--- config.mk ---
export PLATFORM = sky130hd
export DESIGN_NAME = csf_status
export DESIGN_NICKNAME = d
export VERILOG_FILES = /design/src/hdl/csf_pkg.sv /design/src/hdl/csf_alu_if.sv /design/src/hdl/csf_alu.sv /design/src/hdl/csf_status.sv
export SDC_FILE = /design/constraint.sdc
export NUM_CORES = 1
export LEC_CHECK = 0
export BUFFER_PORTS_ARGS = -buffer_cell sky130_fd_sc_hd__buf_2
export CAP_MARGIN = 15
export CELL_PAD_IN_SITES_DETAIL_PLACEMENT = 1
export CELL_PAD_IN_SITES_GLOBAL_PLACEMENT = 2
export CORE_ASPECT_RATIO = 1.75
export CORE_MARGIN = 2
export CORE_UTILIZATION = 30
export DETAILED_ROUTE_END_ITERATION = 8
export HOLD_SLACK_MARGIN = 0.12
export PLACE_DENSITY = 0.86
export SLEW_MARGIN = 20
export SYNTH_ARGS = -nofsm -noshare
export SYNTH_HDL_FRONTEND = slang
export SYNTH_SLANG_ARGS = --single-unit
export TNS_END_PERCENT = 20
--- constraint.sdc ---
create_clock -name clock -period 3.9 [get_ports clock]
set_input_delay 0.195 -clock clock [delete_from_list [all_inputs] [get_ports clock]]
set_output_delay 0.195 -clock clock [all_outputs]
set_load 0.02 [all_outputs]
--- src/hdl/csf_pkg.sv ---
package csf_pkg;

  // Address of the status register on the register port.
  localparam logic [7:0] STATUS_ADDR = 8'h03;

  // Value after power-up: reset-cause flags set, all else clear.
  localparam logic [7:0] STATUS_RST = 8'h18;

  // Bits that no instruction result or register write may change.
  localparam logic [7:0] RO_MASK = 8'h18;

  // Field positions inside the status register.
  localparam int BIT_C    = 0;
  localparam int BIT_DIGC = 1;
  localparam int BIT_Z    = 2;
  localparam int BIT_PDN  = 3;
  localparam int BIT_TMO  = 4;
  localparam int BIT_BANK = 5;
  localparam int BANK_W   = 2;
  localparam int BIT_RSVD = 7;

  // Width of the low-order digit watched by the digit carry.
  localparam int NIB_W = 4;

  // Operations presented by the execution datapath.
  typedef enum logic [3:0] {
    OP_NONE       = 4'h0,
    OP_ADD_REG    = 4'h1,
    OP_ADD_LIT    = 4'h2,
    OP_SUB_LIT    = 4'h3,
    OP_SUB_REG    = 4'h4,
    OP_AND        = 4'h5,
    OP_IOR        = 4'h6,
    OP_XOR        = 4'h7,
    OP_CLEAR_FILE = 4'h8,
    OP_MOVE_W     = 4'h9,
    OP_BIT_CLEAR  = 4'hA,
    OP_BIT_SET    = 4'hB,
    OP_SWAP       = 4'hC,
    OP_INCR       = 4'hD,
    OP_WDT_CLEAR  = 4'hE,
    OP_SLEEP      = 4'hF
  } csf_op_t;

endpackage

--- src/hdl/csf_alu_if.sv ---
`timescale 1ns/1ps
interface csf_alu_if;

  // Request towards the flag logic and its answer.
  csf_pkg::csf_op_t op;
  logic [7:0]       opnd_w;
  logic [7:0]       opnd_f;
  logic [2:0]       bit_sel;
  logic [7:0]       result;
  logic             z;
  logic             digc;
  logic             c;
  logic             aff_z;
  logic             aff_digc;
  logic             aff_c;

  modport core (
    output op, opnd_w, opnd_f, bit_sel,
    input  result, z, digc, c, aff_z, aff_digc, aff_c
  );

  modport alu (
    input  op, opnd_w, opnd_f, bit_sel,
    output result, z, digc, c, aff_z, aff_digc, aff_c
  );

endinterface

--- src/hdl/csf_alu.sv ---
`timescale 1ns/1ps
module csf_alu (
  csf_alu_if.alu io
);

  logic       is_sub;
  logic [7:0] addend;
  logic [8:0] sum;
  logic [4:0] nib;

  // Subtraction adds the two's complement of the working operand.
  always_comb
  begin
    is_sub = (io.op == csf_pkg::OP_SUB_LIT) || (io.op == csf_pkg::OP_SUB_REG);
    addend = is_sub ? ~io.opnd_w : io.opnd_w;
    sum    = {1'b0, io.opnd_f} + {1'b0, addend} + {8'h00, is_sub};
    nib    = {1'b0, io.opnd_f[csf_pkg::NIB_W-1:0]}
           + {1'b0, addend[csf_pkg::NIB_W-1:0]} + {4'h0, is_sub};
  end

  // Result and the set of flags each operation touches.
  always_comb
  begin
    io.result = io.opnd_f;
    io.aff_z  = 1'b0;
    io.aff_digc = 1'b0;
    io.aff_c  = 1'b0;
    unique case (io.op)
      csf_pkg::OP_ADD_REG, csf_pkg::OP_ADD_LIT,
      csf_pkg::OP_SUB_LIT, csf_pkg::OP_SUB_REG:
      begin
        io.result = sum[7:0];
        io.aff_z  = 1'b1;
        io.aff_digc = 1'b1;
        io.aff_c  = 1'b1;
      end
      csf_pkg::OP_AND:        begin io.result = io.opnd_f & io.opnd_w; io.aff_z = 1'b1; end
      csf_pkg::OP_IOR:        begin io.result = io.opnd_f | io.opnd_w; io.aff_z = 1'b1; end
      csf_pkg::OP_XOR:        begin io.result = io.opnd_f ^ io.opnd_w; io.aff_z = 1'b1; end
      csf_pkg::OP_CLEAR_FILE: begin io.result = 8'h00; io.aff_z = 1'b1; end
      csf_pkg::OP_INCR:       begin io.result = io.opnd_f + 8'h01; io.aff_z = 1'b1; end
      csf_pkg::OP_MOVE_W:     io.result = io.opnd_w;
      csf_pkg::OP_BIT_CLEAR:  io.result = io.opnd_f & ~(8'h01 << io.bit_sel);
      csf_pkg::OP_BIT_SET:    io.result = io.opnd_f | (8'h01 << io.bit_sel);
      csf_pkg::OP_SWAP:       io.result = {io.opnd_f[3:0], io.opnd_f[7:4]};
      csf_pkg::OP_NONE, csf_pkg::OP_WDT_CLEAR, csf_pkg::OP_SLEEP:
        io.result = io.opnd_f;
    endcase
  end

  // Flag values; only the affected ones are taken by the register.
  assign io.z  = (io.result == 8'h00);
  assign io.digc = nib[csf_pkg::NIB_W];
  assign io.c  = sum[8];

endmodule

--- src/hdl/csf_status.sv ---
`timescale 1ns/1ps
// Notes on behaviour
// - Flag-updating writes keep hardware flag values.
// - Time-out and power-down bits are never written by the port or a result; only sleep, watchdog clear and time-out move them.
// - Clear-file clears upper three, sets zero.
// - Register holds the bank select field.
// - Digit carry from fourth bit on add/subtract.
// - Carry updates only on add/subtract instructions.
// - Subtraction flags are inverted borrows.
module csf_status (
  input  wire logic             clock,
  input  wire logic             rst_n,
  input  wire logic [7:0]       reg_addr,
  input  wire logic [7:0]       reg_wdata,
  input  wire logic             reg_wr,
  input  wire logic             reg_rd,
  output logic      [7:0]       reg_rdata,
  input  wire logic             instr_valid,
  input  wire csf_pkg::csf_op_t instr_op,
  input  wire logic [7:0]       instr_w,
  input  wire logic [7:0]       instr_f,
  input  wire logic [2:0]       instr_bit,
  input  wire logic             instr_dest_status,
  input  wire logic             wdt_timeout,
  output logic      [7:0]       exec_result,
  output logic                  exec_done,
  output logic      [7:0]       status_flags,
  output logic      [1:0]       bank_select
);

  csf_alu_if alu_io ();

  logic [7:0] status_q;
  logic [7:0] status_d;
  logic [7:0] rdata_q;
  logic [7:0] rdata_d;
  logic [7:0] result_q;
  logic [7:0] result_d;
  logic       done_q;
  logic       done_d;
  logic       file_op;
  logic       to_status;
  logic       bus_hit_wr;
  logic       bus_hit_rd;

  // The flag logic itself.
  csf_alu u_alu (
    .io (alu_io)
  );

  // Literal forms and the reset-cause instructions never write a file.
  always_comb
  begin
    unique case (instr_op)
      csf_pkg::OP_NONE, csf_pkg::OP_ADD_LIT, csf_pkg::OP_SUB_LIT,
      csf_pkg::OP_WDT_CLEAR, csf_pkg::OP_SLEEP:
        file_op = 1'b0;
      default:
        file_op = 1'b1;
    endcase
  end

  // An instruction aimed at the status register reads it as its source.
  assign to_status = instr_valid && instr_dest_status && file_op;

  // Operands handed to the flag logic.
  always_comb
  begin
    alu_io.op      = instr_valid ? instr_op : csf_pkg::OP_NONE;
    alu_io.opnd_w  = instr_w;
    alu_io.opnd_f  = to_status ? status_q : instr_f;
    alu_io.bit_sel = instr_bit;
  end

  // Address decode for the register port.
  assign bus_hit_wr = reg_wr && (reg_addr == csf_pkg::STATUS_ADDR);
  assign bus_hit_rd = reg_rd && (reg_addr == csf_pkg::STATUS_ADDR);

  // Next value of the status register. An instruction has priority over
  // a register-port write in the same cycle, and a watchdog time-out is
  // applied last so that it is never lost behind a watchdog clear.
  always_comb
  begin
    status_d = status_q;
    if (instr_valid)
    begin
      if (to_status)
      begin
        // Result lands in the writable bits only.
        status_d = (alu_io.result & ~csf_pkg::RO_MASK)
                 | (status_q & csf_pkg::RO_MASK);
        // The result of a flag-setting instruction lands in none of the three flags.
        if (alu_io.aff_z || alu_io.aff_digc || alu_io.aff_c)
        begin
          status_d[csf_pkg::BIT_Z:csf_pkg::BIT_C] =
            status_q[csf_pkg::BIT_Z:csf_pkg::BIT_C];
        end
      end
      // Affected flags come from the flag logic, not from the result.
      if (alu_io.aff_z)
      begin
        status_d[csf_pkg::BIT_Z] = alu_io.z;
      end
      if (alu_io.aff_digc)
      begin
        status_d[csf_pkg::BIT_DIGC] = alu_io.digc;
      end
      if (alu_io.aff_c)
      begin
        status_d[csf_pkg::BIT_C] = alu_io.c;
      end
      if (instr_op == csf_pkg::OP_WDT_CLEAR)
      begin
        status_d[csf_pkg::BIT_TMO] = 1'b1;
        status_d[csf_pkg::BIT_PDN] = 1'b1;
      end
      if (instr_op == csf_pkg::OP_SLEEP)
      begin
        status_d[csf_pkg::BIT_TMO] = 1'b1;
        status_d[csf_pkg::BIT_PDN] = 1'b0;
      end
    end
    else if (bus_hit_wr)
    begin
      // A port write acts like a flag-neutral move into the register.
      status_d = (reg_wdata & ~csf_pkg::RO_MASK)
               | (status_q & csf_pkg::RO_MASK);
    end
    if (wdt_timeout)
    begin
      status_d[csf_pkg::BIT_TMO] = 1'b0;
    end
  end

  // Status register; power-up leaves both reset-cause flags set.
  always_ff @(posedge clock)
  begin
    if (!rst_n)
    begin
      status_q <= csf_pkg::STATUS_RST;
    end
    else
    begin
      status_q <= status_d;
    end
  end

  // Read data stand for one cycle only; other addresses read as zero.
  always_comb
  begin
    rdata_d = bus_hit_rd ? status_q : 8'h00;
  end

  // Execution result goes back to the datapath one cycle later.
  always_comb
  begin
    result_d = instr_valid ? alu_io.result : result_q;
    done_d   = instr_valid;
  end

  // Registers for the port read data and the execution answer.
  always_ff @(posedge clock)
  begin
    if (!rst_n)
    begin
      rdata_q  <= 8'h00;
      result_q <= 8'h00;
      done_q   <= 1'b0;
    end
    else
    begin
      rdata_q  <= rdata_d;
      result_q <= result_d;
      done_q   <= done_d;
    end
  end

  // Outputs straight from flip-flops.
  assign reg_rdata    = rdata_q;
  assign exec_result  = result_q;
  assign exec_done    = done_q;
  assign status_flags = status_q;
  assign bank_select  = status_q[csf_pkg::BIT_BANK +: csf_pkg::BANK_W];

  // A port write never moves the reset-cause flags.
  chk_ro_port_write:
  assert property (@(posedge clock) disable iff (!rst_n)
    bus_hit_wr && !instr_valid && !wdt_timeout
    |=> status_q[4:3] == $past(status_q[4:3]))
  else $error("reset-cause flags changed by a port write");

  // An instruction into the register never moves the reset-cause flags.
  chk_ro_instr_write:
  assert property (@(posedge clock) disable iff (!rst_n)
    to_status && !wdt_timeout
    |=> status_q[4:3] == $past(status_q[4:3]))
  else $error("reset-cause flags changed by an instruction write");

  // An add register into the register keeps the flag logic values.
  chk_flag_override:
  assert property (@(posedge clock) disable iff (!rst_n)
    to_status && (instr_op == csf_pkg::OP_ADD_REG)
    |=> status_q[csf_pkg::BIT_Z]
        == (8'($past(status_q) + $past(instr_w)) == 8'h00)
     && status_q[csf_pkg::BIT_DIGC]
        == (({1'b0, $past(status_q[3:0])} + {1'b0, $past(instr_w[3:0])})
            > 5'h0F)
     && status_q[csf_pkg::BIT_C]
        == (({1'b0, $past(status_q)} + {1'b0, $past(instr_w)}) > 9'h0FF))
  else $error("written value overrode hardware flags");

  // Clear-file on the register clears the top three and sets zero.
  chk_clear_file:
  assert property (@(posedge clock) disable iff (!rst_n)
    to_status && (instr_op == csf_pkg::OP_CLEAR_FILE) && !wdt_timeout
    |=> status_q[7:5] == 3'h0 && status_q[csf_pkg::BIT_Z]
     && status_q[4:3] == $past(status_q[4:3])
     && status_q[1:0] == $past(status_q[1:0]))
  else $error("clear-file result on status is wrong");

  // The bank field takes a port write.
  chk_bank_field:
  assert property (@(posedge clock) disable iff (!rst_n)
    bus_hit_wr && !instr_valid
    |=> bank_select == $past(reg_wdata[6:5]))
  else $error("bank select field did not take the write");

  // Digit carry of an add literal is the low-digit overflow.
  chk_digit_carry:
  assert property (@(posedge clock) disable iff (!rst_n)
    instr_valid && (instr_op == csf_pkg::OP_ADD_LIT)
    |=> status_q[csf_pkg::BIT_DIGC]
        == (({1'b0, $past(instr_f[3:0])} + {1'b0, $past(instr_w[3:0])})
            > 5'h0F))
  else $error("digit carry wrong after add literal");

  // Logic, increment and swap operations leave the carry alone.
  chk_carry_only:
  assert property (@(posedge clock) disable iff (!rst_n)
    instr_valid && !instr_dest_status
    && (instr_op inside {csf_pkg::OP_AND, csf_pkg::OP_IOR,
        csf_pkg::OP_XOR, csf_pkg::OP_INCR, csf_pkg::OP_SWAP})
    |=> $stable(status_q[csf_pkg::BIT_C]))
  else $error("carry changed by a non-arithmetic instruction");

  // Subtraction leaves carry set exactly when no borrow occurred.
  chk_sub_borrow:
  assert property (@(posedge clock) disable iff (!rst_n)
    instr_valid && !instr_dest_status && (instr_op == csf_pkg::OP_SUB_REG)
    |=> status_q[csf_pkg::BIT_C] == ($past(instr_f) >= $past(instr_w)))
  else $error("carry is not the inverted borrow");

  // Zero flag after an exclusive or.
  chk_zero_flag:
  assert property (@(posedge clock) disable iff (!rst_n)
    instr_valid && !instr_dest_status && (instr_op == csf_pkg::OP_XOR)
    |=> status_q[csf_pkg::BIT_Z] == ($past(instr_f) == $past(instr_w)))
  else $error("zero flag does not follow the result");

  // Sleep sets time-out and clears power-down.
  chk_sleep_flags:
  assert property (@(posedge clock) disable iff (!rst_n)
    instr_valid && (instr_op == csf_pkg::OP_SLEEP) && !wdt_timeout
    |=> status_q[csf_pkg::BIT_TMO] && !status_q[csf_pkg::BIT_PDN])
  else $error("sleep left wrong reset-cause flags");

  // A watchdog time-out clears the time-out flag whatever else happens.
  chk_timeout_clear:
  assert property (@(posedge clock) disable iff (!rst_n)
    wdt_timeout |=> !status_q[csf_pkg::BIT_TMO])
  else $error("time-out flag not cleared by watchdog time-out");

  // Read data show the register in the next cycle, zero otherwise.
  chk_read_data:
  assert property (@(posedge clock) disable iff (!rst_n)
    reg_rd |=> reg_rdata == ($past(bus_hit_rd) ? $past(status_q) : 8'h00))
  else $error("read data wrong");

  // Execution answer follows every instruction by one cycle.
  chk_exec_done:
  assert property (@(posedge clock) disable iff (!rst_n)
    instr_valid |=> exec_done && exec_result == $past(alu_io.result))
  else $error("execution answer missing");

  // Power-up leaves the reset-cause flags set and the rest clear.
  chk_reset_value:
  assert property (@(posedge clock)
    !rst_n |=> status_flags == csf_pkg::STATUS_RST)
  else $error("status not at its power-up value after reset");

  // Carry of an add register is the carry out of the top bit.
  chk_carry_add:
  assert property (@(posedge clock) disable iff (!rst_n)
    instr_valid && !instr_dest_status && (instr_op == csf_pkg::OP_ADD_REG)
    |=> status_q[csf_pkg::BIT_C]
        == (({1'b0, $past(instr_f)} + {1'b0, $past(instr_w)}) > 9'h0FF))
  else $error("carry wrong after add register");

  // Subtract literal keeps digit carry set when no digit borrow occurs.
  chk_sub_digit:
  assert property (@(posedge clock) disable iff (!rst_n)
    instr_valid && (instr_op == csf_pkg::OP_SUB_LIT)
    |=> status_q[csf_pkg::BIT_DIGC]
        == ($past(instr_f[3:0]) >= $past(instr_w[3:0])))
  else $error("digit carry is not the inverted digit borrow");

  // Watchdog clear sets both reset-cause flags.
  chk_wdt_clear:
  assert property (@(posedge clock) disable iff (!rst_n)
    instr_valid && (instr_op == csf_pkg::OP_WDT_CLEAR) && !wdt_timeout
    |=> status_q[csf_pkg::BIT_TMO] && status_q[csf_pkg::BIT_PDN])
  else $error("watchdog clear left wrong reset-cause flags");

  // Flag-neutral instructions leave the three arithmetic flags alone.
  chk_neutral_ops:
  assert property (@(posedge clock) disable iff (!rst_n)
    instr_valid && !instr_dest_status
    && (instr_op inside {csf_pkg::OP_NONE, csf_pkg::OP_MOVE_W,
        csf_pkg::OP_BIT_CLEAR, csf_pkg::OP_BIT_SET, csf_pkg::OP_SWAP})
    |=> status_q[2:0] == $past(status_q[2:0]))
  else $error("flags changed by a flag-neutral instruction");

endmodule

==> results of run 1 <==
==> state kept, by name, indices dropped and copies added, names as in the netlist <==
name,cells
status_flags,8
exec_done,1
exec_result,8
reg_rdata,8
==> layout by cell type (no fill, tap or decap), types with 8 or more instances in the layout <==
cell	instances
a21oi_1	27
dfxtp_1	25
nor2_1	24
and2_1	13
xnor2_1	9
inv_1	12
nor3_1	11
nand2_1	32
buf_4	15
a211oi_1	8
buf_2	70
o21ai_0	22
nand3_1	12
mux2i_1	10
==> per-stage QoR <==
step           utilization, %  area (um^2)
2_1_floorplan               -         2730
3_3_place_gp             35.9         3220
3_5_place_dp             35.9         3220
4_1_cts                  36.9         3310
5_1_grt                  36.9         3310
6_report                 36.9         3310
==> cell usage after synthesis (8+ instances only) <==
library cell,count
clkbuf_1,14
o21ai_0,22
a21oi_1,27
nand3_1,12
inv_1,12
and2_1,13
dfxtp_1,25
a211oi_1,8
xnor2_1,9
nor2_1,24
mux2i_1,10
nand2_1,32
nor3_1,11
==> layer usage <==
layer,vias to the layer above,track usage (%),wire [um]
li1,1509,-,-
met1,1545,20.4,3990
met2,97,44.9,6070
met3,30,3.04,402
met4,0,13.6,558
met5,-,0,0
==> critical path, delay by kind of cell <==
kind                     cells  cell delay (ns)
AND/OR/NAND/NOR              2             0.81
multiplexers                 1             0.44
XOR/XNOR                     2             0.28
adder cells (fa/ha/maj)      1             0.20
buffers and inverters        3             0.58
AO/OA/AOI/OAI                5             1.05
==> power by group <==
part	leakage [nW]	internal (mW)	switching [mW]
clock	0.0382	0.140	0.0930
sequential	0.205	0.269	0.0130
combinational	1.17	0.145	0.223
total	1.42	0.554	0.329
==> logic make-up after synthesis <==
group           after synthesis  synth area share (%)
simple gates                138                  27.2
compound gates              128                  34.0
buf+inv                      37                  6.41
flops                        25                  18.3
mux                          16                  6.59
xor+xnor                     15                  4.81
fa+ha+maj                     6                  2.75
==> final cells by class <==
cell class | instances | area (um^2)
clock buffer | 4 | 78.8
fill | 1171 | 5670
inverter | 13 | 50.0
multi-input combinational | 303 | 2060
sequential | 25 | 500
tap | 120 | 150
timing repair buffer | 86 | 473
==> how the worst max path moves through the flow <==
| stage | start | end | slack [ns] |
|---|---|---|---|
| floorplan | instr_op[3] | status_flags[2] | 0.42 |
| global placement | instr_op[1] | status_flags[2] | 0.39 |
| detailed placement | instr_op[1] | status_flags[2] | 0.30 |
| CTS | instr_op[1] | status_flags[2] | 0.57 |
| global route | instr_op[1] | status_flags[2] | 0.41 |
| finish | instr_op[1] | status_flags[2] | 0.53 |
==> results.json, run 1 <==
{
  "r2r_cells": 11,
  "synth_fp_nets": 417,
  "place_hpwl_mm": 9.12,
  "portBuffers": 70,
  "clock_skew_ns": 0.00276,
  "worstHoldEndpoint": "status_flags[6]",
  "synth_cells": 365,
  "ys_ff_latch": 25,
  "p_total_uw": 883,
  "routed_wl_mm": 11.0,
  "report.final.slew_viol_count": 0,
  "cts_buffer_depth": 2,
  "critPathMaxStageDelay_ns": 0.55,
  "placeableCoreArea_mm2": 0.00898,
  "power_density_mw_per_mm2": 267,
  "htreeDepth": 1,
  "grt_pass1_vias": 3274,
  "leakagePower_nw": 1.42,
  "antenna_found_initial": 0,
  "cp_common_cell": "xnor2_1",
  "cp_max_fo": 13,
  "required_ns": 4.10,
  "relSlewSlack_pct": 32.8,
  "critPathKind": "input port to register",
  "overflow": 0,
  "clock_sinks": 25,
  "areaGrowthSynthToFinish_pct": 21.1,
  "ys.flop_type": "dfxtp_1",
  "grt_max_degree": 31,
  "ys_warn_count": 0,
  "cts.clk_slew.worst_paths_ns": 0.06,
  "dp_slack_ns": 0.302,
  "num_vias": 3181,
  "drive_gt1_share_pct": 25.5,
  "gp_congestion": 0.986,
  "hold_viol": 0,
  "path_cells": "buf_2 -> and2b_1 -> o211ai_4 -> buf_4 -> mux2_2 -> xnor2_1 -> ha_1 -> inv_1 -> o221ai_2 -> a31oi_1 -> xnor2_1 -> o32a_1 -> or4_1 -> o22ai_2",
  "r2r_slack_ns": 0.98,
  "synth_area_per_cell_um2": 7.49,
  "synth_top_area_share_pct": 18.3,
  "min_from": "reg_wdata[6]",
  "die_w_um": 76.2,
  "arrival_ns": 3.57,
  "cts_buffers": 3,
  "netlist_area_mm2": 0.00273,
  "layout_setup_ws_ns": 0.528,
  "ant_nets": 0,
  "rr_endpoint": "status_flags[2]",
  "finalSetupViolCount": 0,
  "drtPass1Iterations": 5,
  "dp.cells": 546,
  "async_flop_share_pct": 0,
  "die-area_mm2": 0.00992,
  "startpoint_type": "input port",
  "tightest_slew_ns": 1.00,
  "diodes": 0,
  "period_needed_ns": 3.37,
  "ys_types": 73,
  "ios": 73,
  "status": "complete, no violations",
  "end_kind": "register",
  "cts_resized": 0,
  "finalCritPeriodShare_pct": 86.5,
  "clockRootBuffer": "clkbuf_16",
  "holdWs_ns": 0.235,
  "drc": 0,
  "cts_tree": "done",
  "maxCapViolCount": 0,
  "nNetsFinal": 484,
  "grt_pass1_wl_mm": 17.1,
  "holdBufCountCts": 1,
  "fmax_mhz": 297,
  "clk_latency_ns": 0.27,
  "via_per_inst": 5.77,
  "stdcell_count": 551,
  "r2r_start": "status_flags[6]",
  "seq_area_frac_synth_pct": 18.3,
  "crit_path_top_delay_cell": "or4_1",
  "ys_top_cells_by_area": "dfxtp_1 (18%), a21oi_1 (4.9%), nand2_1 (4.4%)",
  "rsz0062_at_grt": "no",
  "timing.setup.tns_ns": 0,
  "start_util_pct": 30.4,
  "synth_edf_count": 0,
  "synth_top_cell_by_area": "dfxtp_1",
  "drtIter0Drc": 232,
  "hold_class": "input port to register",
  "irDropWorstVdd_v": 0.000209,
  "die_y_um": 130,
  "cts_setup_buffers": 0,
  "track_usage_pct": 22.0,
  "num_rows": 46,
  "avgRoutedWirePerCell_um": 20.0,
  "min_path_cells": 3
}
Power figures use the tool's default switching activity.
==> inputs of run 2 (changes only) <==
--- a/config.mk
+++ b/config.mk
@@ -14,7 +14,7 @@
 export CORE_UTILIZATION = 30
 export DETAILED_ROUTE_END_ITERATION = 8
 export HOLD_SLACK_MARGIN = 0.12
-export PLACE_DENSITY = 0.86
+export PLACE_DENSITY = 0.87
 export SLEW_MARGIN = 20
 export SYNTH_ARGS = -nofsm -noshare
 export SYNTH_HDL_FRONTEND = slang
==> run 2 against run 1 <==
  * Non-clock buffer count is 1 lower
  * Core utilization decreased by 0.084 points
  * Count of clock-buffer cells in the layout did not move
  * Total power is 0.23% lower
  * Critical path type unchanged
  * Largest power group unchanged
  * Highest routed layer unchanged
==> results.json, run 2 (synthesis gave the netlist of run 1 again) <==
{
  "startpoint_type": "input port",
  "p_clk_share_pct": 26.2,
  "sw_frac_of_total_pct": 37.3,
  "finalSetupViolCount": 0,
  "final_common_cell": "buf_2",
  "report.final.slew_viol_count": 0,
  "dp.cells": 545,
  "arrival_ns": 3.64,
  "critPathKind": "input port to register",
  "placeableCoreArea_mm2": 0.00898,
  "via_per_inst": 5.81,
  "areaGrowthSynthToFinish_pct": 20.8,
  "clockRootBuffer": "clkbuf_16",
  "use_met2_pct": 43.4,
  "layout_common_cells": "buf_2 (70), nand2_1 (32), a21oi_1 (27)",
  "ant_nets": 0,
  "timing.setup.tns_ns": 0,
  "pwr-share-seq_pct": 31.9,
  "ios": 73,
  "drtPass1Iterations": 4,
  "drc": 0,
  "maxCapViolCount": 0,
  "diodes": 0,
  "start_util_pct": 30.4,
  "use_met1_pct": 21.1,
  "die_w_um": 76.2,
  "seq_area_um2": 500,
  "top_usage_layer": "met2",
  "num_vias": 3194,
  "track_usage_pct": 22.2,
  "clock_sinks": 25,
  "placed_area_mm2": 0.00321,
  "clk_latency_ns": 0.26,
  "tightest_slew_ns": 0.893,
  "routed_wl_mm": 11.2,
  "stdcell_area_mm2": 0.00330,
  "cts_buffers": 3,
  "hold_class": "input port to register",
  "stdcell_count": 550,
  "irDropWorstVdd_v": 0.000228,
  "antenna_found_initial": 0,
  "drtIter0Drc": 152,
  "finalCritPeriodShare_pct": 88.4,
  "p_switching_uw": 328,
  "p_int_uw": 552,
  "grt_pass1_vias": 3246,
  "nFillCells": 1200,
  "clock_skew_ns": 0.00111,
  "cts_buffer_depth": 2,
  "layout_setup_ws_ns": 0.452,
  "rsz0062_at_grt": "no",
  "htreeDepth": 1,
  "portBuffers": 70,
  "power_frac_comb_pct": 41.9,
  "hold_viol": 0,
  "status": "complete, no violations",
  "leakagePower_nw": 1.41,
  "drive_gt1_share_pct": 25.3,
  "final_core_util_pct": 36.8,
  "cp_max_fo": 13,
  "relSlewSlack_pct": 40.4,
  "r2r_slack_ns": 0.83,
  "nNetsFinal": 483,
  "grt_pass1_wl_mm": 17.1,
  "p_total_uw": 880,
  "avgRoutedWirePerCell_um": 20.3,
  "end_kind": "register",
  "met3_usage_pct": 1.66,
  "place_hpwl_mm": 9.22,
  "dp_slack_ns": 0.196,
  "die_y_um": 130,
  "power_density_mw_per_mm2": 267,
  "fmax_mhz": 290,
  "period_needed_ns": 3.45,
  "cts.clk_slew.worst_paths_ns": 0.06,
  "cts_tree": "done",
  "die-area_mm2": 0.00992,
  "cts_setup_buffers": 0,
  "num_rows": 46,
  "holdWs_ns": 0.218,
  "gp_congestion": 0.937,
  "grt_max_degree": 32,
  "required_ns": 4.09,
  "overflow": 0,
  "multi_input_area_mm2": 0.00206
}
-- run 2: metal layers --
layer  share of wire [%]  vias to the layer above  wire, um
met5                   0                        -         0
met4                 7.8                        0       873
met3                 2.9                       45       320
met2                  53                       97      5890
met1                  37                     1544      4100
li1                    -                     1508         -
-- run 2: area by class of cell --
| cell class | instances | area share, % |
|---|---|---|
| clock buffers | 4 | 2.39 |
| inverters | 13 | 1.52 |
| multi-input cells | 303 | 62.3 |
| flip-flops and latches | 25 | 15.2 |
| well taps | 120 | 4.55 |
| repair buffers | 85 | 14.1 |
-- run 2: repair_timing --
action                                 4_1_cts  5_1_grt
hold buffers                                 1        0
endpoints found under the hold margin        1        0
resized for setup                            0        0
-- run 2: critical path, stage by stage --
cell and delay (ns):
buf_2 0.13, or2_4 0.27, o211ai_4 0.23, buf_4 0.28
mux2i_1 0.40, inv_1 0.09, ha_1 0.34, a21oi_1 0.31
o21bai_1 0.12, a31oi_1 0.28, xnor2_1 0.11, o32a_1 0.23
or4_1 0.55, o22ai_2 0.10
-- run 2: path summary, 6_finish.rpt --
path,end,cells after the start,startpoint
setup reg to reg,status_flags[2],11,status_flags[6]
hold reg to reg,exec_result[1],2,exec_result[1]
setup / recovery,status_flags[2],14,instr_op[3]
hold / removal,status_flags[6],3,reg_wdata[6]
-- run 2: power by group through the flow --
stage	Combinational, mW	Clock (mW)	Sequential (mW)
after floorplan	0.226	0	0.300
after global placement	0.354	0	0.287
after detailed placement	0.364	0	0.287
after CTS	0.367	0.232	0.282
after global routing	0.398	0.240	0.284
final	0.369	0.230	0.281
